`config.mk`:
```
export PLATFORM = sky130hd
export DESIGN_NAME = wwd_top
export DESIGN_NICKNAME = d
export VERILOG_FILES = /design/src/common/wwd_pkg.sv /design/src/hdl/wwd_cycle_div.sv /design/src/hdl/wwd_top.sv
export VERILOG_INCLUDE_DIRS = /design/src /design/src/common
export SDC_FILE = /design/constraint.sdc
export NUM_CORES = 1
export LEC_CHECK = 0
export ABC_AREA = 1
export BUFFER_PORTS_ARGS = -buffer_cell sky130_fd_sc_hd__buf_2
export CAP_MARGIN = 0
export CORE_MARGIN = 2
export CORE_UTILIZATION = 60
export CTS_CLUSTER_DIAMETER = 30
export CTS_CLUSTER_SIZE = 12
export DETAILED_ROUTE_END_ITERATION = 10
export MAX_ROUTING_LAYER = met4
export PLACE_DENSITY = 0.76
export SYNTH_ARGS = -nofsm -noshare
export SYNTH_HDL_FRONTEND = slang
export SYNTH_SLANG_ARGS = --single-unit
```
`constraint.sdc`:
```
create_clock -name clk_i -period 3.61 [get_ports clk_i]
set_input_delay 0.722 -clock clk_i [delete_from_list [all_inputs] [get_ports clk_i]]
set_output_delay 0.722 -clock clk_i [all_outputs]
set_load 0.01 [all_outputs]
```
`src/common/wwd_defines.svh`:
```
// timing and encoding constants of the window watchdog and reset generator
`ifndef WWD_DEFINES_SVH
`define WWD_DEFINES_SVH

// oscillator clocks per watchdog cycle
`define WWD_CYCLE_DIV 100
// watchdog cycle counts
`define WWD_POR_DELAY_CYC 64
`define WWD_CLOSED_CYC 32
`define WWD_OPEN_CYC 32
`define WWD_FAULT_DELAY_CYC 64
`define WWD_FAULT_RST_CYC 64
// oscillator clock period in picoseconds
`define WWD_CLK_PERIOD_PS 4000
// reset reaction time in nanoseconds
`define WWD_RR_TIME_NS 10000
// least time, so rounded up to whole clocks
`define WWD_RR_CLKS ((`WWD_RR_TIME_NS * 1000 + `WWD_CLK_PERIOD_PS - 1) / `WWD_CLK_PERIOD_PS)
// sample history, oldest sample in the msb: high, high, low, low
`define WWD_TRIG_PATTERN 4'hc
// counter widths
`define WWD_CYC_CNT_W 7
`define WWD_RR_CNT_W 16
`define WWD_DIV_CNT_W 8

`endif

```
`src/common/wwd_pkg.sv`:
```
// types shared by the window watchdog and reset generator
`include "wwd_defines.svh"

package wwd_pkg;

    typedef enum logic [2:0] {
        WWD_ST_POR,
        WWD_ST_CLOSED,
        WWD_ST_OPEN,
        WWD_ST_FAULT_WAIT,
        WWD_ST_FAULT_RST
    } wwd_state_t;

    typedef struct packed {
        wwd_state_t state;
        logic [`WWD_CYC_CNT_W-1:0] cyc_cnt;
        logic [3:0] hist;
        logic [`WWD_RR_CNT_W-1:0] rr_cnt;
        logic reset_out_n;
        logic system_enable_out;
    } wwd_core_t;

    typedef struct packed {
        logic [`WWD_DIV_CNT_W-1:0] cnt;
        logic tick;
    } wwd_div_t;

endpackage

```
`src/hdl/wwd_cycle_div.sv`:
```
// divider that turns the oscillator clock into the watchdog cycle enable
`timescale 1ns/100ps
`include "wwd_defines.svh"

module wwd_cycle_div #(
    parameter int DIV = `WWD_CYCLE_DIV
) (
    input wire logic clk_i,
    input wire logic reset_n_i,
    output logic tick_o
);

    wwd_pkg::wwd_div_t div_ff;
    wwd_pkg::wwd_div_t nxt_div;

    if (DIV < 2 || DIV > (1 << `WWD_DIV_CNT_W)) begin : g_bad_div
        $error("wwd_cycle_div: DIV out of range");
    end

    always_comb begin
        nxt_div = div_ff;
        nxt_div.tick = 1'b0;
        if (div_ff.cnt == `WWD_DIV_CNT_W'(DIV - 1)) begin
            nxt_div.cnt = '0;
            nxt_div.tick = 1'b1;
        end else begin
            nxt_div.cnt = div_ff.cnt + `WWD_DIV_CNT_W'(1);
        end
    end

    always_ff @(posedge clk_i or negedge reset_n_i) begin
        if (!reset_n_i) begin
            div_ff <= '0;
        end else begin
            div_ff <= nxt_div;
        end
    end

    assign tick_o = div_ff.tick;

endmodule

```
`src/hdl/wwd_top.sv`:
```
// window watchdog with power-on/power-down reset and system enable output
//
// Overview of operation
// - watchdog cycle is one hundred oscillator clocks
// - reset held low 64 cycles after power-on
// - reset release starts 32-cycle closed window
// - trigger inside closed window is a pretrigger
// - open window ends at trigger, at most 32
// - trigger is two high then two low samples
// - good trigger or reset release restarts closed window
// - fault: reset 64 after window start, 64 long
// - fourth sample in open window still counts good
// - enable goes high on first good trigger
// - enable drops at once on any fault
// - reset only after dip beyond reaction time
// - power-up delay after supply returns above threshold
`timescale 1ns/100ps
`include "wwd_defines.svh"

module wwd_top #(
    parameter int CYCLE_DIV = `WWD_CYCLE_DIV,
    parameter int RR_CLKS = `WWD_RR_CLKS
) (
    input wire logic clk_i,
    input wire logic reset_n_i,
    // high while the supply sits below the reset threshold
    input wire logic supply_low_i,
    input wire logic trigger_in_i,
    output logic reset_out_n_o,
    output logic system_enable_out_o
);

    // ------------------------------------------------------------
    // parameter checks and constants
    // ------------------------------------------------------------
    localparam int CW = `WWD_CYC_CNT_W;
    localparam int RW = `WWD_RR_CNT_W;
    localparam logic [CW-1:0] POR_LAST = CW'(`WWD_POR_DELAY_CYC - 1);
    localparam logic [CW-1:0] CLOSED_LAST = CW'(`WWD_CLOSED_CYC - 1);
    localparam logic [CW-1:0] OPEN_LAST = CW'(`WWD_CLOSED_CYC + `WWD_OPEN_CYC - 1);
    localparam logic [CW-1:0] FAULT_LAST = CW'(`WWD_FAULT_DELAY_CYC - 1);
    localparam logic [CW-1:0] FRST_LAST = CW'(`WWD_FAULT_RST_CYC - 1);
    localparam logic [RW-1:0] RR_LIMIT = RW'(RR_CLKS);

    // refused at elaboration: the counters could not reach these end points
    if (RR_CLKS < 1 || RR_CLKS >= (1 << RW)) begin : g_bad_rr
        $error("wwd_top: RR_CLKS out of range");
    end
    if (`WWD_CLOSED_CYC + `WWD_OPEN_CYC > (1 << CW)) begin : g_bad_cw
        $error("wwd_top: window counter too narrow");
    end
    if (`WWD_POR_DELAY_CYC > (1 << CW) || `WWD_FAULT_RST_CYC > (1 << CW)) begin : g_bad_delay
        $error("wwd_top: delay counter too narrow");
    end

    // ------------------------------------------------------------
    // watchdog cycle enable
    // ------------------------------------------------------------
    // the tick is registered, so each window step lands one clock after
    // the divider wraps; one clock of latency traded for a clean enable
    logic cyc_tick;

    wwd_cycle_div #(
        .DIV(CYCLE_DIV)
    ) u_div (
        .clk_i(clk_i),
        .reset_n_i(reset_n_i),
        .tick_o(cyc_tick)
    );

    // ------------------------------------------------------------
    // state
    // ------------------------------------------------------------
    wwd_pkg::wwd_core_t core_ff;
    wwd_pkg::wwd_core_t nxt_core;

    logic [3:0] new_hist;
    logic trig_valid;
    logic power_down;

    always_comb begin
        nxt_core = core_ff;
        new_hist = {core_ff.hist[2:0], trigger_in_i};
        // a trigger is decided on the tick of its fourth sample
        trig_valid = cyc_tick && (new_hist == `WWD_TRIG_PATTERN);

        // --------------------------------------------------------
        // supply glitch filter, counted on the oscillator clock
        // --------------------------------------------------------
        power_down = 1'b0;
        if (supply_low_i) begin
            if (core_ff.rr_cnt == RR_LIMIT) begin
                // low for longer than the reaction time
                power_down = 1'b1;
            end else begin
                nxt_core.rr_cnt = core_ff.rr_cnt + RW'(1);
            end
        end else begin
            // short dips are forgotten entirely
            nxt_core.rr_cnt = '0;
        end

        // history is never cleared by window changes, so a
        // trigger may straddle the closed/open boundary
        if (cyc_tick) begin
            nxt_core.hist = new_hist;
        end

        // --------------------------------------------------------
        // window sequencer
        // --------------------------------------------------------
        case (core_ff.state)
            wwd_pkg::WWD_ST_POR: begin
                nxt_core.reset_out_n = 1'b0;
                nxt_core.system_enable_out = 1'b0;
                if (supply_low_i) begin
                    // delay counts only once the supply is back
                    nxt_core.cyc_cnt = '0;
                end else if (cyc_tick) begin
                    if (core_ff.cyc_cnt == POR_LAST) begin
                        nxt_core.state = wwd_pkg::WWD_ST_CLOSED;
                        nxt_core.cyc_cnt = '0;
                        nxt_core.reset_out_n = 1'b1;
                    end else begin
                        nxt_core.cyc_cnt = core_ff.cyc_cnt + CW'(1);
                    end
                end
            end
            wwd_pkg::WWD_ST_CLOSED: begin
                if (trig_valid) begin
                    // pretrigger: keep counting from the window start
                    nxt_core.state = wwd_pkg::WWD_ST_FAULT_WAIT;
                    nxt_core.system_enable_out = 1'b0;
                    nxt_core.cyc_cnt = core_ff.cyc_cnt + CW'(1);
                end else if (cyc_tick) begin
                    if (core_ff.cyc_cnt == CLOSED_LAST) begin
                        nxt_core.state = wwd_pkg::WWD_ST_OPEN;
                    end
                    nxt_core.cyc_cnt = core_ff.cyc_cnt + CW'(1);
                end
            end
            wwd_pkg::WWD_ST_OPEN: begin
                if (trig_valid) begin
                    // includes the case of only the fourth sample here
                    nxt_core.state = wwd_pkg::WWD_ST_CLOSED;
                    nxt_core.cyc_cnt = '0;
                    nxt_core.system_enable_out = 1'b1;
                end else if (cyc_tick) begin
                    if (core_ff.cyc_cnt == OPEN_LAST) begin
                        // missing trigger: 64 cycles since start elapsed
                        nxt_core.state = wwd_pkg::WWD_ST_FAULT_RST;
                        nxt_core.cyc_cnt = '0;
                        nxt_core.reset_out_n = 1'b0;
                        nxt_core.system_enable_out = 1'b0;
                    end else begin
                        nxt_core.cyc_cnt = core_ff.cyc_cnt + CW'(1);
                    end
                end
            end
            wwd_pkg::WWD_ST_FAULT_WAIT: begin
                // further triggers change nothing until the reset
                if (cyc_tick) begin
                    if (core_ff.cyc_cnt == FAULT_LAST) begin
                        nxt_core.state = wwd_pkg::WWD_ST_FAULT_RST;
                        nxt_core.cyc_cnt = '0;
                        nxt_core.reset_out_n = 1'b0;
                    end else begin
                        nxt_core.cyc_cnt = core_ff.cyc_cnt + CW'(1);
                    end
                end
            end
            wwd_pkg::WWD_ST_FAULT_RST: begin
                nxt_core.reset_out_n = 1'b0;
                nxt_core.system_enable_out = 1'b0;
                if (cyc_tick) begin
                    if (core_ff.cyc_cnt == FRST_LAST) begin
                        nxt_core.state = wwd_pkg::WWD_ST_CLOSED;
                        nxt_core.cyc_cnt = '0;
                        nxt_core.reset_out_n = 1'b1;
                    end else begin
                        nxt_core.cyc_cnt = core_ff.cyc_cnt + CW'(1);
                    end
                end
            end
            default: begin
                nxt_core.state = wwd_pkg::WWD_ST_POR;
                nxt_core.cyc_cnt = '0;
                nxt_core.reset_out_n = 1'b0;
                nxt_core.system_enable_out = 1'b0;
            end
        endcase

        // power down overrides every window state
        if (power_down) begin
            nxt_core.state = wwd_pkg::WWD_ST_POR;
            nxt_core.cyc_cnt = '0;
            nxt_core.reset_out_n = 1'b0;
            nxt_core.system_enable_out = 1'b0;
        end
    end

    // ------------------------------------------------------------
    // registers
    // ------------------------------------------------------------
    always_ff @(posedge clk_i or negedge reset_n_i) begin
        if (!reset_n_i) begin
            core_ff.state <= wwd_pkg::WWD_ST_POR;
            core_ff.cyc_cnt <= '0;
            core_ff.hist <= '0;
            core_ff.rr_cnt <= '0;
            core_ff.reset_out_n <= 1'b0;
            core_ff.system_enable_out <= 1'b0;
        end else begin
            core_ff <= nxt_core;
        end
    end

    assign reset_out_n_o = core_ff.reset_out_n;
    assign system_enable_out_o = core_ff.system_enable_out;

endmodule

```
==> Yosys cells after proc, flatten, opt, wreduce, memory -nomap -nowiden <==
Cells that the tools add are included.
{ "op_classes": {"addsub": 3, "n_eq_ne": 23, "mux": 32, "reduce_logical": 5} }
{ "op_table": {"columns": ["op", "count"], "rows": [
  ["$mux 10", 6],
  ["$pmux 10 s5", 1],
  ["$mux 16", 2],
  ["$add 16x1->16 const B", 1],
  ["$eq 16x12->1 const B", 1],
  ["$ne 3x3->1 const B", 5],
  ["$mux 7", 2],
  ["$mux 3", 4],
  ["$mux 1", 11],
  ["$add 8x1->8 const B", 1],
  ["$eq 8x7->1 const B", 1],
  ["$mux 8", 1],
  ["$ne 4x3->1 const B", 2],
  ["$ne 4x4->1 const B", 2],
  ["$add 7x1->7 const B", 1],
  ["$eq 7x5->1 const B", 1],
  ["$eq 7x6->1 const B", 1],
  ["$eq 3x2->1 const B", 2],
  ["$mux 2", 3],
  ["$ne 2x2->1 const B", 3],
  ["$ne 3x2->1 const B", 2],
  ["$reduce_and 6->1", 1],
  ["$pmux 1 s5", 1],
  ["$eq 4x4->1 const B", 1],
  ["other kinds (7)", 7]
]} }
{ "totals": {"reg_bits": 40, "inputBits": 4, "word_cells": 71} }

==> Longest topological paths before layout <==
{ "depth": {"ltp_word": 6, "mapped_depth": 10, "ltp_nobuf": 10} }

==> By module <==
Synthesis repeated with hierarchy kept, for this count alone.
{ "hier_totals": {"cells_unflattened": 336, "area_unflattened_um2": 2462.4} }
{ "modules_own_cells": {"columns": ["mod", "n_inst", "cells_each", "area_each_um2"], "rows": [
  ["wwd_top", 1, 282, 2024.4],
  ["wwd_cycle_div", 1, 54, 437.9]
]} }

==> Worst setup path after synthesis <==
No wires, ideal clock.
{ "synth_timing": {"path_type": "input port to flip-flop", "start": "input trigger_in_i", "end": "register core_ff[24] in the netlist's numbering", "t_arrival_ps": 1483, "t_required_ps": 3494, "setup_slack_ps": 2011, "stages": 8, "path_cell_list": "nor2_1 > nand4_2 > nand2_1 > nand3_2 > nand2_1 > o21ai_1 > nand2_1 > nand2_1"} }
{ "synth_via": {"elab_chain_len": 5, "elab_cells_between_ends": 7, "cone_classes": "eq/ne: 2; mux: 4; reduce/logical: 1"} }
{ "synth_rtl": {"columns": ["item", "line_no", "source"], "rows": [
  ["from (decl)", "wwd_top.sv:28", "input wire logic trigger_in_i,"],
  ["$eq 4x4->1 (no source line) (*)", null, null],
  ["$logic_and 1x1->1 (*)", "wwd_top.sv:85", "trig_valid = cyc_tick && (new_hist == `WWD_TRIG_PATTERN);"],
  ["$mux 10 (on tied branches)", "wwd_top.sv:143, wwd_top.sv:130", null],
  ["$pmux 10 s5", "wwd_top.sv:112", "case (core_ff.state)"],
  ["$mux 10", "wwd_top.sv:194", "if (power_down) begin"],
  ["to (signal assigned)", "wwd_top.sv:214", "core_ff <= nxt_core;"],
  ["to (decl)", "wwd_top.sv:74", "wwd_pkg::wwd_core_t core_ff;"]
]} }
Mark *: on every way between the ends. The rest lies on a longest branch, timed or not.
A chain may end at the register's enable or synchronous reset.

==> Worst setup path after layout <==
{ "layout_timing": {"start": "register u_div.div_ff (netlist bit u_div.tick_o)", "end": "register core_ff[23] in the netlist's numbering"} }
{ "layout_via": {"elab_chain_len": 4, "elab_cells_between_ends": 9, "cone_classes": "eq/ne: 1; mux: 7; reduce/logical: 1"} }
{ "layout_rtl": {"columns": ["item", "line_no", "source"], "rows": [
  ["from (decl)", "wwd_cycle_div.sv:13", "wwd_pkg::wwd_div_t div_ff;"],
  ["from (signal assigned)", "wwd_cycle_div.sv:35", "div_ff <= nxt_div;"],
  ["$mux 10, or another cell as far along", null, null],
  ["$mux 10, or another cell as far along", "wwd_top.sv:143", "if (trig_valid) begin"],
  ["$pmux 10 s5", "wwd_top.sv:112", null],
  ["$mux 10", "wwd_top.sv:194", null]
]} }
Several ways; a longest one is shown, not always the timed one.

==> results.md <==
## CTS
- **number of H-tree branching levels** 2
- **hold_buf cts** 0
- **number of post-CTS setup repair buffers** 0
- **clock transition at the registers of the reported paths** 80 ps
- **clock sink total** 40
- **clock buffers created by TritonCTS** 5
- **clock root buffer** sky130_fd_sc_hd__clkbuf_8
- **number of instances resized during post-cts repair** 0
- **maximum number of buffers from clock root to sink** 2
- **clock tree from TritonCTS** built
- **clock insertion delay at the later pin of the skew report** 290 ps

## Global routing
- **antenna violations before repair** 0
- **wire length of the first global-routing pass** 8670 µm
- **largest net degree at the start of global routing** 41
- **total overflow reported by the global router** 0
- **global-route usage over all layers** 26.5%
- **via count of the first global-routing pass** 1,962

## Layout
- **share of layout cells above drive strength 1** 9.31%
- **Sequential cell area** 1000 µm²
- **count of antenna diodes in the layout** 0
- **multi-input logic area** 1170 µm²
- **final standard cell utilization of the core** 67.8%
- **Area growth, synth to finish** 6.45%
- **number of fillers in the final layout** 316
- **Layout Nets** 340

## STA
- **Min Clock Period, post-route** 1920 ps
- **Total Neg Setup Slack** 0 ps
- **worst hold slack** 477 ps
- **final hold violation count** 0
- **relative slew slack** 24.4%
- **max-slew violation total from the final report** 0
- **RSZ-0062 raised after global routing** no
- **post-route clock period utilization** 53.1%
- **PnR worst setup slack** 1690 ps
- **Worst-Margin Slew** 1120 ps
- **highest attainable clock frequency** 522 MHz
- **largest clock skew in the final design** 7.42 ps
- **Final setup violation count** 0

## Drt
- **detailed-route vias per instance** 5.46
- **routed wire length** 4910 µm
- **vias after detailed routing** 2,079
- **routed length per placed instance** 12.9 µm
- **DRC errors left** 0
- **Detailed Routing Iterations Pass 1** 5
- **detailed router's first-iteration violation count** 230
- **number of antenna-violating nets in the routed design** 0

## Power and ir drop
- **static power due to leakage** 1.27 nW
- **P per Cell Area** 317 nW/µm²
- **worst vdd rail ir drop** 0.286 mV

## Die
- **area of the die** 4460 µm²
- **number of placement rows** 22
- **area of the core** 3720 µm²
- **Initial Util** 63.7%
- **IO Pins** 6
- **die outline width** 66.8 µm
- **Chip Height** 66.8 µm

## Critical path
- **maximum fanout count along the critical path** 13
- **cell class contributing the biggest share of worst-path delay** simple AND/OR/NAND/NOR gates
- **endpoint type of the worst setup path** flop
- **Slowest Stage Delay on Critical Path** 630 ps
- **worst path bufs/invs** 1
- **cell breakdown of the critical path** inv_2 -> nor2_1 -> nand4_2 -> nand2_1 -> nand3_2 -> nand3_1 -> nand2_1 -> nand3_1 -> nand2_1
- **cell type with the highest occurrence count on the critical path** sky130_fd_sc_hd__nand2_1
- **required time of the critical path** 3790 ps
- **critical path depth in cells** 9
- **arrival time reported for the critical path endpoint** 2100 ps
- **count of cells along the worst register-to-register path** 9
- **slowest cell on the critical path** sky130_fd_sc_hd__dfrtp_1
- **category of the most critical setup path** reg -> reg
- **Setup crit start kind** flop

## Run status
- **result of the run** finished clean

## Logic synthesis
- **most common flop cell mapped by yosys** sky130_fd_sc_hd__dfrtp_1
- **synthesized area** 2370 µm²
- **net count after synthesis** 333
- **count of different cell masters after synthesis** 32
- **number of synthesized register bits** 40
- **most frequent cells after synthesis** sky130_fd_sc_hd__nand2_1, sky130_fd_sc_hd__nor2_1, sky130_fd_sc_hd__dfrtp_1
- **Synth area leader** sky130_fd_sc_hd__dfrtp_1
- **syn avg cell area** 7.28 µm²
- **count of flip-flops with a built-in enable after synthesis** 0
- **instance count of the mapped netlist** 325
- **largest cells by area after synthesis** sky130_fd_sc_hd__dfrtp_1, sky130_fd_sc_hd__nand2_1, sky130_fd_sc_hd__nand3_1
- **share of synthesized flip-flops with an asynchronous set or reset** 100%
- **total of warnings raised by yosys** 0
- **Seq/Total Area, Yosys** 42.3%
- **share of the synthesized area in the top cell type** 42.3%
- **most numerous cell in the Yosys netlist** sky130_fd_sc_hd__nand2_1

## Place
- **Placer Congestion** 1.00
- **dpl hpwl** 3680 µm
- **port buffer count** 5
- **post-place setup slack** 1540 ps

## Flow run
- **max-capacitance violation count** 0

## Hold path
- **class of the worst hold path** reg -> reg
- **number of cells traversed by the worst hold path** 1

[cells in the final DEF, fill, tap and decap left out, drive strengths merged, types with 2 or more instances in the layout]
cell / instances
a21oi: 13
xor2: 5
nand4: 5
nor4: 2
nor2: 48
dfrtp: 40
nand3: 40
clkinv: 2
nand2: 71
buf: 5
nor3: 10
o21a: 3
a31oi: 3
o21ai: 25
clkbuf: 6
ha: 4
inv: 45
[per-stage QoR]
| stage | std cells | total power [mW] | cell area, µm² |
|---|---|---|---|
| 2_1_floorplan | 325 | 0.478 | 2370 |
| 3_3_place_gp | 373 | 0.493 | 2420 |
| 3_5_place_dp | 373 | 0.494 | 2420 |
| 4_1_cts | 381 | 0.808 | 2520 |
| 5_1_grt | 381 | 0.837 | 2520 |
| 6_report | 381 | 0.799 | 2520 |
[power breakdown]
group | internal (mW) | switching (mW) | leakage, nW | total, mW
sequential | 0.451 | 0.00343 | 0.540 | 0.454
combinational | 0.00808 | 0.0219 | 0.679 | 0.0300
clock | 0.156 | 0.159 | 0.0516 | 0.315
total | 0.615 | 0.184 | 1.27 | 0.799
[routing by layer]
| layer | track usage (%) | vias to the layer above | part of all wire (%) |
|---|---|---|---|
| met4 | 7.91 | 0 | 1.5 |
| li1 | - | 1072 | - |
| met1 | 36.6 | 945 | 48 |
| met5 | - | - | 0 |
| met3 | 5.07 | 13 | 5.4 |
| met2 | 39.8 | 49 | 45 |
[cells by family (layout without fill, tap and decap cells)]
logic type                 Yosys count  count (layout)  synth area share [%]
and+or+nand+nor                    179             179                  34.4
buffers and inverters               50              58                  8.36
AOI/OAI and AO/OA                   46              46                  10.6
DFF                                 40              40                  42.3
xor gates and xnor gates             6               6                  2.22
adders and majority gates            4               4                  2.12
[sequential cells by signal (all words and copies together) (netlist names)]
register and count:
reset_out_n_o 1, core_ff 29, u_div.div_ff 8, system_enable_out_o 1
u_div.tick_o 1
[path summary, 6_finish.rpt]
check	slack [ps]	from	endpoint
worst max register to register	1690	u_div.tick_o$_DFF_PN0_	core_ff[23]$_DFFE_PN0P_
worst min register to register	480	u_div.div_ff[1]$_DFF_PN0_	u_div.div_ff[1]$_DFF_PN0_
worst min-delay path	480	u_div.div_ff[1]$_DFF_PN0_	u_div.div_ff[1]$_DFF_PN0_
worst max-delay path	1690	u_div.tick_o$_DFF_PN0_	core_ff[23]$_DFFE_PN0P_
min in group asynchronous	540	reset_n_i	core_ff[30]$_DFFE_PN0P_
max in group asynchronous	2530	reset_n_i	u_div.tick_o$_DFF_PN0_
[layout make-up]
cell class	instances	area share [%]
timing repair buffer	5	0.994
tap	48	2.38
clock buffer	6	3.28
inverter	45	6.71
multi-input combinational	235	46.3
sequential	40	39.7
clock inverter	2	0.546
(Power assumes the default switching activity.)
